[src/include/timer0_defs.vh]
/*
 timer0 compare-output block: register addresses, field positions,
 reset values and waveform mode codes.
 assumes it is included by bare name from the rtl files.
*/
`ifndef TIMER0_DEFS_VH
`define TIMER0_DEFS_VH

`define CTRL_A_DATA_ADDR     8'h44
`define IO_SPACE_OFFSET      8'h20
`define IO_SPACE_LAST        8'h3F
`define CTRL_A_RESET         8'h00
`define CHAN_A_MODE_HI       7
`define CHAN_A_MODE_LO       6
`define CHAN_B_MODE_HI       5
`define CHAN_B_MODE_LO       4
`define WAVE_MODE_HI         1
`define WAVE_MODE_LO         0
`define CTRL_A_WRITE_MASK    8'hF3
`define COUNT_MAX            8'hFF
`define COUNT_BOTTOM         8'h00
`define WAVE_NORMAL          3'h0
`define WAVE_PHASE_FF        3'h1
`define WAVE_CLEAR_ON_MATCH  3'h2
`define WAVE_FAST_FF         3'h3
`define WAVE_PHASE_TOPA      3'h5
`define WAVE_FAST_TOPA       3'h7

`endif

[src/rtl/timer0_channel.v]
/*
 one compare-output channel: match flag and output waveform state.
 assumes count, direction and top come from the counter on the same clock.
*/
`timescale 1ns/100ps
`include "timer0_defs.vh"
module timer0_channel #(
  parameter IS_CHAN_A = 1
) (
  // clock and reset
  input  wire       clk,
  input  wire       resetn,
  // timer state
  input  wire       timerTickEnable,
  input  wire [7:0] timerCount,
  input  wire       countingDown,
  input  wire [7:0] topValue,
  input  wire [2:0] waveformMode,
  // channel config
  input  wire [1:0] outputMode,
  input  wire [7:0] compareValue,
  // results
  output reg        matchFlag,
  output reg        compareOut
);
  reg matchPending_reg;
  wire fastMode  = (waveformMode == `WAVE_FAST_FF) || (waveformMode == `WAVE_FAST_TOPA);
  wire phaseMode = (waveformMode == `WAVE_PHASE_FF) || (waveformMode == `WAVE_PHASE_TOPA);
  wire cmpAtTop  = (compareValue == topValue) && outputMode[1];
  wire atBottom  = (timerCount == `COUNT_BOTTOM);
  wire atTop     = (timerCount == topValue);
  // toggle in pwm only for channel A with upper mode bit
  wire pwmToggle = (IS_CHAN_A != 0) && waveformMode[2]; // RULE8

  always @(posedge clk) begin
    if (!resetn) begin
      matchPending_reg <= 1'b0;
      matchFlag        <= 1'b0;
      compareOut       <= 1'b0;
    end else begin
      matchFlag <= 1'b0;
      if (timerTickEnable) begin
        // flag lands on the tick after equality
        matchPending_reg <= (timerCount == compareValue);
        matchFlag        <= matchPending_reg; // RULE18
        if (!phaseMode && !fastMode) begin // RULE6
          if (timerCount == compareValue) begin
            case (outputMode) // RULE7 RULE14
              2'h1:    compareOut <= ~compareOut;
              2'h2:    compareOut <= 1'b0;
              2'h3:    compareOut <= 1'b1;
              default: compareOut <= compareOut;
            endcase
          end
        end else if (fastMode) begin
          if (outputMode == 2'h1) begin
            if (pwmToggle && timerCount == compareValue)
              compareOut <= ~compareOut;
          end else if (outputMode[1]) begin
            if (cmpAtTop && IS_CHAN_A != 0) begin
              if (atBottom)
                compareOut <= ~outputMode[0]; // RULE10
            end else if (cmpAtTop) begin
              // match at top ignored: top takes the bottom level, so no one-tick glitch
              if (atTop || atBottom)
                compareOut <= ~outputMode[0]; // RULE12
            end else if (timerCount == compareValue) begin
              compareOut <= outputMode[0]; // RULE9 RULE15
            end else if (atBottom) begin
              compareOut <= ~outputMode[0];
            end
          end
        end else begin
          if (outputMode == 2'h1) begin
            if (pwmToggle && timerCount == compareValue)
              compareOut <= ~compareOut;
          end else if (outputMode[1]) begin
            if (cmpAtTop) begin
              // level of a down-counting match, keeps the output symmetric around bottom
              if (atTop)
                compareOut <= ~outputMode[0]; // RULE12
            end else if (timerCount == compareValue) begin
              compareOut <= countingDown ? ~outputMode[0] : outputMode[0]; // RULE11 RULE16
            end
          end
        end
      end
    end
  end
endmodule

[src/rtl/timer0_compare_output_control.v]
/*
 timer0 control register A, counter and two compare-output channels with pin override.
 assumes a single synchronous I/O clock; the upper mode bit, compare values and
 direction bits arrive from same-clock logic; register port is byte wide.
*/
// What this block does
// RULE1: counter runs on the I/O clock, tick used as one-cycle enable.
// RULE2: asynchronous instances use the timer oscillator as their base clock instead; not built here, the counter runs on clk.
// RULE3: clear-on-match or fast PWM top A: match A sets flag, count returns zero.
// RULE4: control register also answers at data address minus 0x20, within 0x00-0x3F.
// RULE5: nonzero channel A mode overrides pin; driven only if direction bit is output.
// RULE6: output mode action depends on waveform mode: non-PWM, fast or phase-correct.
// RULE7: non-PWM channel A: 00 off, 01 toggle, 10 clear, 11 set on match.
// RULE8: PWM channel A code 01: port if upper bit 0, toggle on match if 1.
// RULE9: fast PWM A: 10 clear on match set at bottom; 11 inverse.
// RULE10: fast PWM A equals top with upper mode bit: ignore match, act at bottom.
// RULE11: phase-correct A: 10 clear on up match, set on down match; 11 reverse.
// RULE12: phase-correct both, fast B: compare equals top, upper bit: act at top.
// RULE13: nonzero channel B mode overrides pin; driven only if direction bit set.
// RULE14: non-PWM channel B: 00 off, 01 toggle, 10 clear, 11 set on match.
// RULE15: fast PWM B: 01 reserved; 10 clear match set bottom; 11 inverse.
// RULE16: phase-correct B: 01 reserved; 10 clear up, set down; 11 reverse.
// RULE17: modes 0 normal, 1/5 phase, 2 clear-on-match, 3/7 fast, 4/6 reserved.
// RULE18: match flag set on the tick after count equals compare value.
`timescale 1ns/100ps
`include "timer0_defs.vh"
module timer0_compare_output_control (
  // clock and reset
  input  wire       clk,
  input  wire       resetn,
  // register port
  input  wire [7:0] regAddr,
  input  wire       regIoSpace,
  input  wire       regWrite,
  input  wire       regRead,
  input  wire [7:0] regWriteData,
  output reg  [7:0] regReadData,
  output wire       regHit,
  // timer inputs
  input  wire       timerTickEnable,
  input  wire       waveformModeUpperBit,
  input  wire [7:0] chanACompareValue,
  input  wire [7:0] chanBCompareValue,
  // port pins
  input  wire       chanADirOut,
  input  wire       chanBDirOut,
  input  wire       chanAPortData,
  input  wire       chanBPortData,
  output wire       chanAComparePin,
  output wire       chanAComparePinOe,
  output wire       chanBComparePin,
  output wire       chanBComparePinOe,
  // timer state
  output wire [7:0] timerCount,
  output wire       chanAMatchFlag,
  output wire       chanBMatchFlag,
  output wire       timerClearPulse
);
  reg  [7:0] timer0ControlA_reg;
  wire [7:0] timer0ControlA_next;
  wire [1:0] chanAOutputMode = timer0ControlA_reg[`CHAN_A_MODE_HI:`CHAN_A_MODE_LO];
  wire [1:0] chanBOutputMode = timer0ControlA_reg[`CHAN_B_MODE_HI:`CHAN_B_MODE_LO];
  wire [2:0] waveformMode    = {waveformModeUpperBit, timer0ControlA_reg[`WAVE_MODE_HI:`WAVE_MODE_LO]};
  wire       countingDown;
  wire [7:0] topValue;
  wire       chanAOut;
  wire       chanBOut;

  // data space or io space (data address minus offset)
  function addrMatch;
    input [7:0] addr;
    input       ioSpace;
    begin
      if (ioSpace)
        addrMatch = (addr <= `IO_SPACE_LAST) && (addr == `CTRL_A_DATA_ADDR - `IO_SPACE_OFFSET); // RULE4
      else
        addrMatch = (addr == `CTRL_A_DATA_ADDR);
    end
  endfunction

  assign regHit = addrMatch(regAddr, regIoSpace);
  // bits 3:2 are unimplemented and read zero
  assign timer0ControlA_next = (regWrite && regHit) ? (regWriteData & `CTRL_A_WRITE_MASK) : timer0ControlA_reg;

  always @(posedge clk) begin
    if (!resetn)
      timer0ControlA_reg <= `CTRL_A_RESET;
    else
      timer0ControlA_reg <= timer0ControlA_next;
  end

  always @(posedge clk) begin
    if (!resetn)
      regReadData <= 8'h00;
    else if (regRead && regHit)
      regReadData <= timer0ControlA_reg;
    else
      regReadData <= 8'h00;
  end

  // a second clock domain is not built; the timer oscillator would drive clk here
  timer0_counter counter (
    .clk               (clk), // RULE2
    .resetn            (resetn),
    .timerTickEnable   (timerTickEnable),
    .waveformMode      (waveformMode), // RULE17
    .chanACompareValue (chanACompareValue),
    .timerCount        (timerCount),
    .countingDown      (countingDown),
    .topValue          (topValue)
  );

  timer0_channel #(.IS_CHAN_A(1)) channelA (
    .clk             (clk),
    .resetn          (resetn),
    .timerTickEnable (timerTickEnable),
    .timerCount      (timerCount),
    .countingDown    (countingDown),
    .topValue        (topValue),
    .waveformMode    (waveformMode),
    .outputMode      (chanAOutputMode),
    .compareValue    (chanACompareValue),
    .matchFlag       (chanAMatchFlag),
    .compareOut      (chanAOut)
  );

  timer0_channel #(.IS_CHAN_A(0)) channelB (
    .clk             (clk),
    .resetn          (resetn),
    .timerTickEnable (timerTickEnable),
    .timerCount      (timerCount),
    .countingDown    (countingDown),
    .topValue        (topValue),
    .waveformMode    (waveformMode),
    .outputMode      (chanBOutputMode),
    .compareValue    (chanBCompareValue),
    .matchFlag       (chanBMatchFlag),
    .compareOut      (chanBOut)
  );

  // count returns to zero on tick when top is compare A in single slope
  assign timerClearPulse = timerTickEnable && (timerCount == topValue) &&
                           ((waveformMode == `WAVE_CLEAR_ON_MATCH) || (waveformMode == `WAVE_FAST_TOPA)); // RULE3

  // pwm code 01 on A without upper bit leaves the port in charge
  wire pwmMode = waveformMode[0];
  wire chanAOverride = (chanAOutputMode != 2'h0) &&
                       !(pwmMode && chanAOutputMode == 2'h1 && !waveformMode[2]); // RULE5 RULE8
  wire chanBOverride = (chanBOutputMode != 2'h0); // RULE13

  assign chanAComparePin   = chanAOverride ? chanAOut : chanAPortData;
  assign chanAComparePinOe = chanADirOut; // RULE5
  assign chanBComparePin   = chanBOverride ? chanBOut : chanBPortData;
  assign chanBComparePinOe = chanBDirOut; // RULE13
endmodule

[src/rtl/timer0_counter.v]
/*
 8-bit timer count with single/dual slope and top selection.
 assumes timerTickEnable is a one-cycle enable on clk.
*/
`timescale 1ns/100ps
`include "timer0_defs.vh"
module timer0_counter (
  // clock and reset
  input  wire       clk,
  input  wire       resetn,
  // control
  input  wire       timerTickEnable,
  input  wire [2:0] waveformMode,
  input  wire [7:0] chanACompareValue,
  // state
  output reg  [7:0] timerCount,
  output reg        countingDown,
  output wire [7:0] topValue
);
  wire topIsA = (waveformMode == `WAVE_CLEAR_ON_MATCH) || (waveformMode == `WAVE_PHASE_TOPA) ||
                (waveformMode == `WAVE_FAST_TOPA);
  wire dualSlope = (waveformMode == `WAVE_PHASE_FF) || (waveformMode == `WAVE_PHASE_TOPA);
  assign topValue = topIsA ? chanACompareValue : `COUNT_MAX;

  always @(posedge clk) begin
    if (!resetn) begin
      timerCount   <= `COUNT_BOTTOM;
      countingDown <= 1'b0;
    end else if (timerTickEnable) begin // RULE1
      if (dualSlope) begin
        if (!countingDown && timerCount == topValue) begin
          countingDown <= 1'b1;
          timerCount   <= timerCount - 8'h01;
        end else if (countingDown && timerCount == `COUNT_BOTTOM) begin
          countingDown <= 1'b0;
          timerCount   <= timerCount + 8'h01;
        end else if (countingDown) begin
          timerCount <= timerCount - 8'h01;
        end else begin
          timerCount <= timerCount + 8'h01;
        end
      end else begin
        countingDown <= 1'b0;
        // return to zero after top match
        if (timerCount == topValue)
          timerCount <= `COUNT_BOTTOM; // RULE3
        else
          timerCount <= timerCount + 8'h01;
      end
    end
  end
endmodule

[config.mk]
export PLATFORM = sky130hd
export DESIGN_NAME = timer0_compare_output_control
export DESIGN_NICKNAME = d
export VERILOG_FILES = /design/src/rtl/timer0_channel.v /design/src/rtl/timer0_compare_output_control.v /design/src/rtl/timer0_counter.v
export VERILOG_INCLUDE_DIRS = /design/src /design/src/include
export SDC_FILE = /design/constraint.sdc
export NUM_CORES = 1
export LEC_CHECK = 0
export CAP_MARGIN = 20
export CORE_MARGIN = 2
export CORE_UTILIZATION = 49
export CTS_CLUSTER_DIAMETER = 80
export DETAILED_ROUTE_END_ITERATION = 7
export DONT_BUFFER_PORTS = 1
export PLACE_DENSITY = 0.61
export SKIP_LAST_GASP = 1
export SLEW_MARGIN = 20
export SYNTH_ARGS = -nofsm -noshare
export SYNTH_HDL_FRONTEND = slang
export SYNTH_HIERARCHICAL = 1
export SYNTH_SLANG_ARGS = --single-unit
[constraint.sdc]
create_clock -name clk -period 4.85 [get_ports clk]
set_clock_uncertainty 0.1 [all_clocks]
set_input_delay 0.7275 -clock clk [delete_from_list [all_inputs] [get_ports clk]]
set_output_delay 0.7275 -clock clk [all_outputs]
set_load 0.005 [all_outputs]
==> reports/qor.csv <==
metric,value,unit
DRC Markers,0,
number of library cell types mapped by synthesis,72,
Clock Power Share,29.6,%
Post-Place Cell Area,3013,um2
Post-Syn Area,3000,um2
Die Span Y,82.25,um
# diodes,0,
post-synthesis sequential area ratio,18.02,%
Post-CTS Hold Fix Bufs,0,
Skew-Pair Late Insertion Delay,0.28,ns
syn_area_per_cell,8.153,um2
"EDFF count, synth",0,
CP max FO,15,
Fmax,296.1,MHz
PnR worst setup slack,1.473,ns
# rows,28,
root buf cell,clkbuf_8,
Max Buffers Root-to-Sink,2,
GPL Wtd Cong,0.8870,
number of I/O port buffers,0,
first-pass GRT wire length,12210,um
P per Cell Area,148.7,nW/um2
Peak supply drop,0.1228,mV
Routed WL per cell,17.83,um
"Net count, final",404,
Die ar.,6765,um2
core area,5921,um2
Ys Warns,6,
total power draw,0.0004553,W
required time of the critical path,4.02,ns
Initial Util,50.68,%
CP Class,reg -> out,
Least-Margin Pin Slew,0.9344,ns
sw power,0.0001337,W
Slew Limit Fails,0,
Final HPWL DP,5439,um
PostCTS Resize Cnt,0,
sw frac,29.35,%
Via density,6.153,
Hold WC Path Type,reg -> reg,
met2 Use GR,37.66,%
synthesis-to-finish area growth,2.043,%
synthesized instance count,368,
sequential power share,52.6,%
startpoint types,flop,
routed wire length,7704,um
Starting DRT DRC Count,102,
Final Hold Vio Count,0,
CTS sink count,27,
slew margin rel.,37.62,%
Tcrit/Tclk final,69.63,%
MaxCap Viol Count,0,
endpoints failing setup,0,
gr ovfl total,0,
H-tree level count,1,
met3 usage in global routing,3.478,%
Num CTS Buffers,3,
Arrival @ worst endpoint,2.55,ns
gr busiest metal,met2,
die width,82.25,um
status,"finished, final reports clean",
I/O pins,67,
initial antenna violation count,0,
antenna-violating nets left,0,
Logic pwr share,17.8,%
Post-CTS Setup Bufs,0,
vias in the first global route,2476,
largest net degree at the start of global routing,30,
clk slew on worst S/H paths,0.10,ns
Setup crit end kind,primary output,
max reg flops,8,
Int Power,0.0003216,W
GRT Overall Usage,23.23,%
"FF+latch count, synth",27,
static leakage,0.9512,nW
Setup TNS Final,0,ns
fraction of layout cells with a size suffix above 1,12.89,%
Post-synth top flop,dfxtp_1,
Placement Setup Slack,1.384,ns
via count,2658,
CTS tree,yes,
ys async rst share,0,%
fin crit period,3.377,ns
Final Instance Area,3062,um2
RSZ-0062 raised after global routing,false,
drt first pass iters,4,
met1 usage,31.73,%
[cells in the mapped netlist, drive strengths merged, types with 2 or more instances]
cell type	count	area [um2]
o21ai	14	70.07
and3	5	31.28
nor3	11	55.05
a22oi	3	55.05
nor4b	2	23.77
nand2	31	116.4
o221ai	2	17.52
nor2b	4	25.02
mux2i	9	90.09
a211o	6	60.06
or4	2	18.77
xnor2	34	297.8
inv	13	48.80
a211oi	3	27.52
ha	3	37.54
nand4	9	71.32
nor4	11	120.1
mux2	4	45.04
o21a	5	37.54
xor2	32	280.3
o22ai	3	18.77
or3b	2	17.52
nand2b	5	31.28
a31oi	5	31.28
o221a	2	22.52
or2	7	43.79
a21oi	13	83.84
a2111oi	2	42.54
nand3	21	105.1
and2	12	76.33
or4b	7	70.07
dfxtp	27	540.5
nor2	11	41.29
o211ai	9	72.57
buf	11	76.32
o211a	3	30.03
o311ai	2	17.52
clkbuf	8	31.28
[path summary, 6_finish.rpt]
kind	start	end	slack [ns]	cells after the start
max	timer0ControlA_reg[0]	timerClearPulse	1.47	6
min	channelB/matchPending_reg	channelB/matchPending_reg	0.38	2
max reg2reg	timer0ControlA_reg[0]	channelA/compareOut	1.54	10
min reg2reg	channelB/matchPending_reg	channelB/matchPending_reg	0.38	2
[placed cells by master, fill, tap and decap left out, drive strengths merged, types with 3 or more instances in the layout]
| cell | instances |
|---|---|
| a21oi | 13 |
| buf | 3 |
| nor4 | 11 |
| mux2i | 9 |
| nand4 | 9 |
| or4b | 7 |
| or2 | 7 |
| clkbuf | 3 |
| and3 | 5 |
| nand2b | 5 |
| nor2 | 11 |
| ha | 3 |
| nor3 | 11 |
| a211oi | 3 |
| o22ai | 3 |
| o21ai | 14 |
| mux2 | 4 |
| o211a | 3 |
| and2 | 12 |
| o211ai | 9 |
| nand3 | 21 |
| nand2 | 31 |
| a211o | 6 |
| xnor2 | 34 |
| a31oi | 5 |
| xor2 | 32 |
| inv | 13 |
| nor2b | 4 |
| a22oi | 3 |
| dfxtp | 27 |
| o21a | 5 |
[power by group through the flow]
stage / sequential [W] / combinational, W / clock [W]
3_3_place_gp: 0.000245 / 0.0000790 / 0
6_report: 0.000240 / 0.0000809 / 0.000135
2_1_floorplan: 0.000238 / 0.0000786 / 0
3_5_place_dp: 0.000245 / 0.0000803 / 0
5_1_grt: 0.000241 / 0.0000901 / 0.000147
4_1_cts: 0.000239 / 0.0000808 / 0.000139
[worst max-delay path, cell delays in order, from the launching register on]
cell and delay (ns):
dfxtp_1 0.59, nand2_1 0.39, and2_2 0.34, or2_2 0.37, xnor2_1 0.19, nand4_1 0.12
nor3_1 0.27
[stage by stage]
stage	hold WS (ns)	std cells	utilization [%]
final	0.3808	432	51.71
after global routing	0.4031	432	51.71
after CTS	0.3838	432	51.71
after detailed placement	0.3687	428	50.89
after global placement	0.3586	428	50.89
after floorplan	0.3515	369	-
[routing by layer]
layer  routed length, um  part of all wire [%]  up-vias
met2                3601                    47       78
li1                    -                     -     1322
met3                 366                   4.8        9
met4                 128                   1.7        0
met5                   0                     0        -
met1                3608                    47     1249
[logic make-up after synthesis]
group / after synthesis / synth area share, %
other: 1 / 0.1250
flip-flops: 27 / 18.02
AO/OA/AOI/OAI: 81 / 22.10
buffers and inverters: 32 / 5.213
AND/OR/NAND/NOR: 145 / 29.52
XOR/XNOR: 66 / 19.27
multiplexers: 13 / 4.504
adder cells (fa/ha/maj): 3 / 1.251
[cell type report]
| cell class | count | area, um2 |
|---|---|---|
| inverter | 13 | 48.80 |
| clock buffer | 3 | 41.29 |
| tap | 75 | 93.84 |
| sequential | 27 | 540.5 |
| fill | 591 | 2859 |
| multi-input combinational | 310 | 2307 |
| clock inverter | 1 | 7.507 |
| timing repair buffer | 3 | 22.52 |
(Power assumes the default switching activity.)
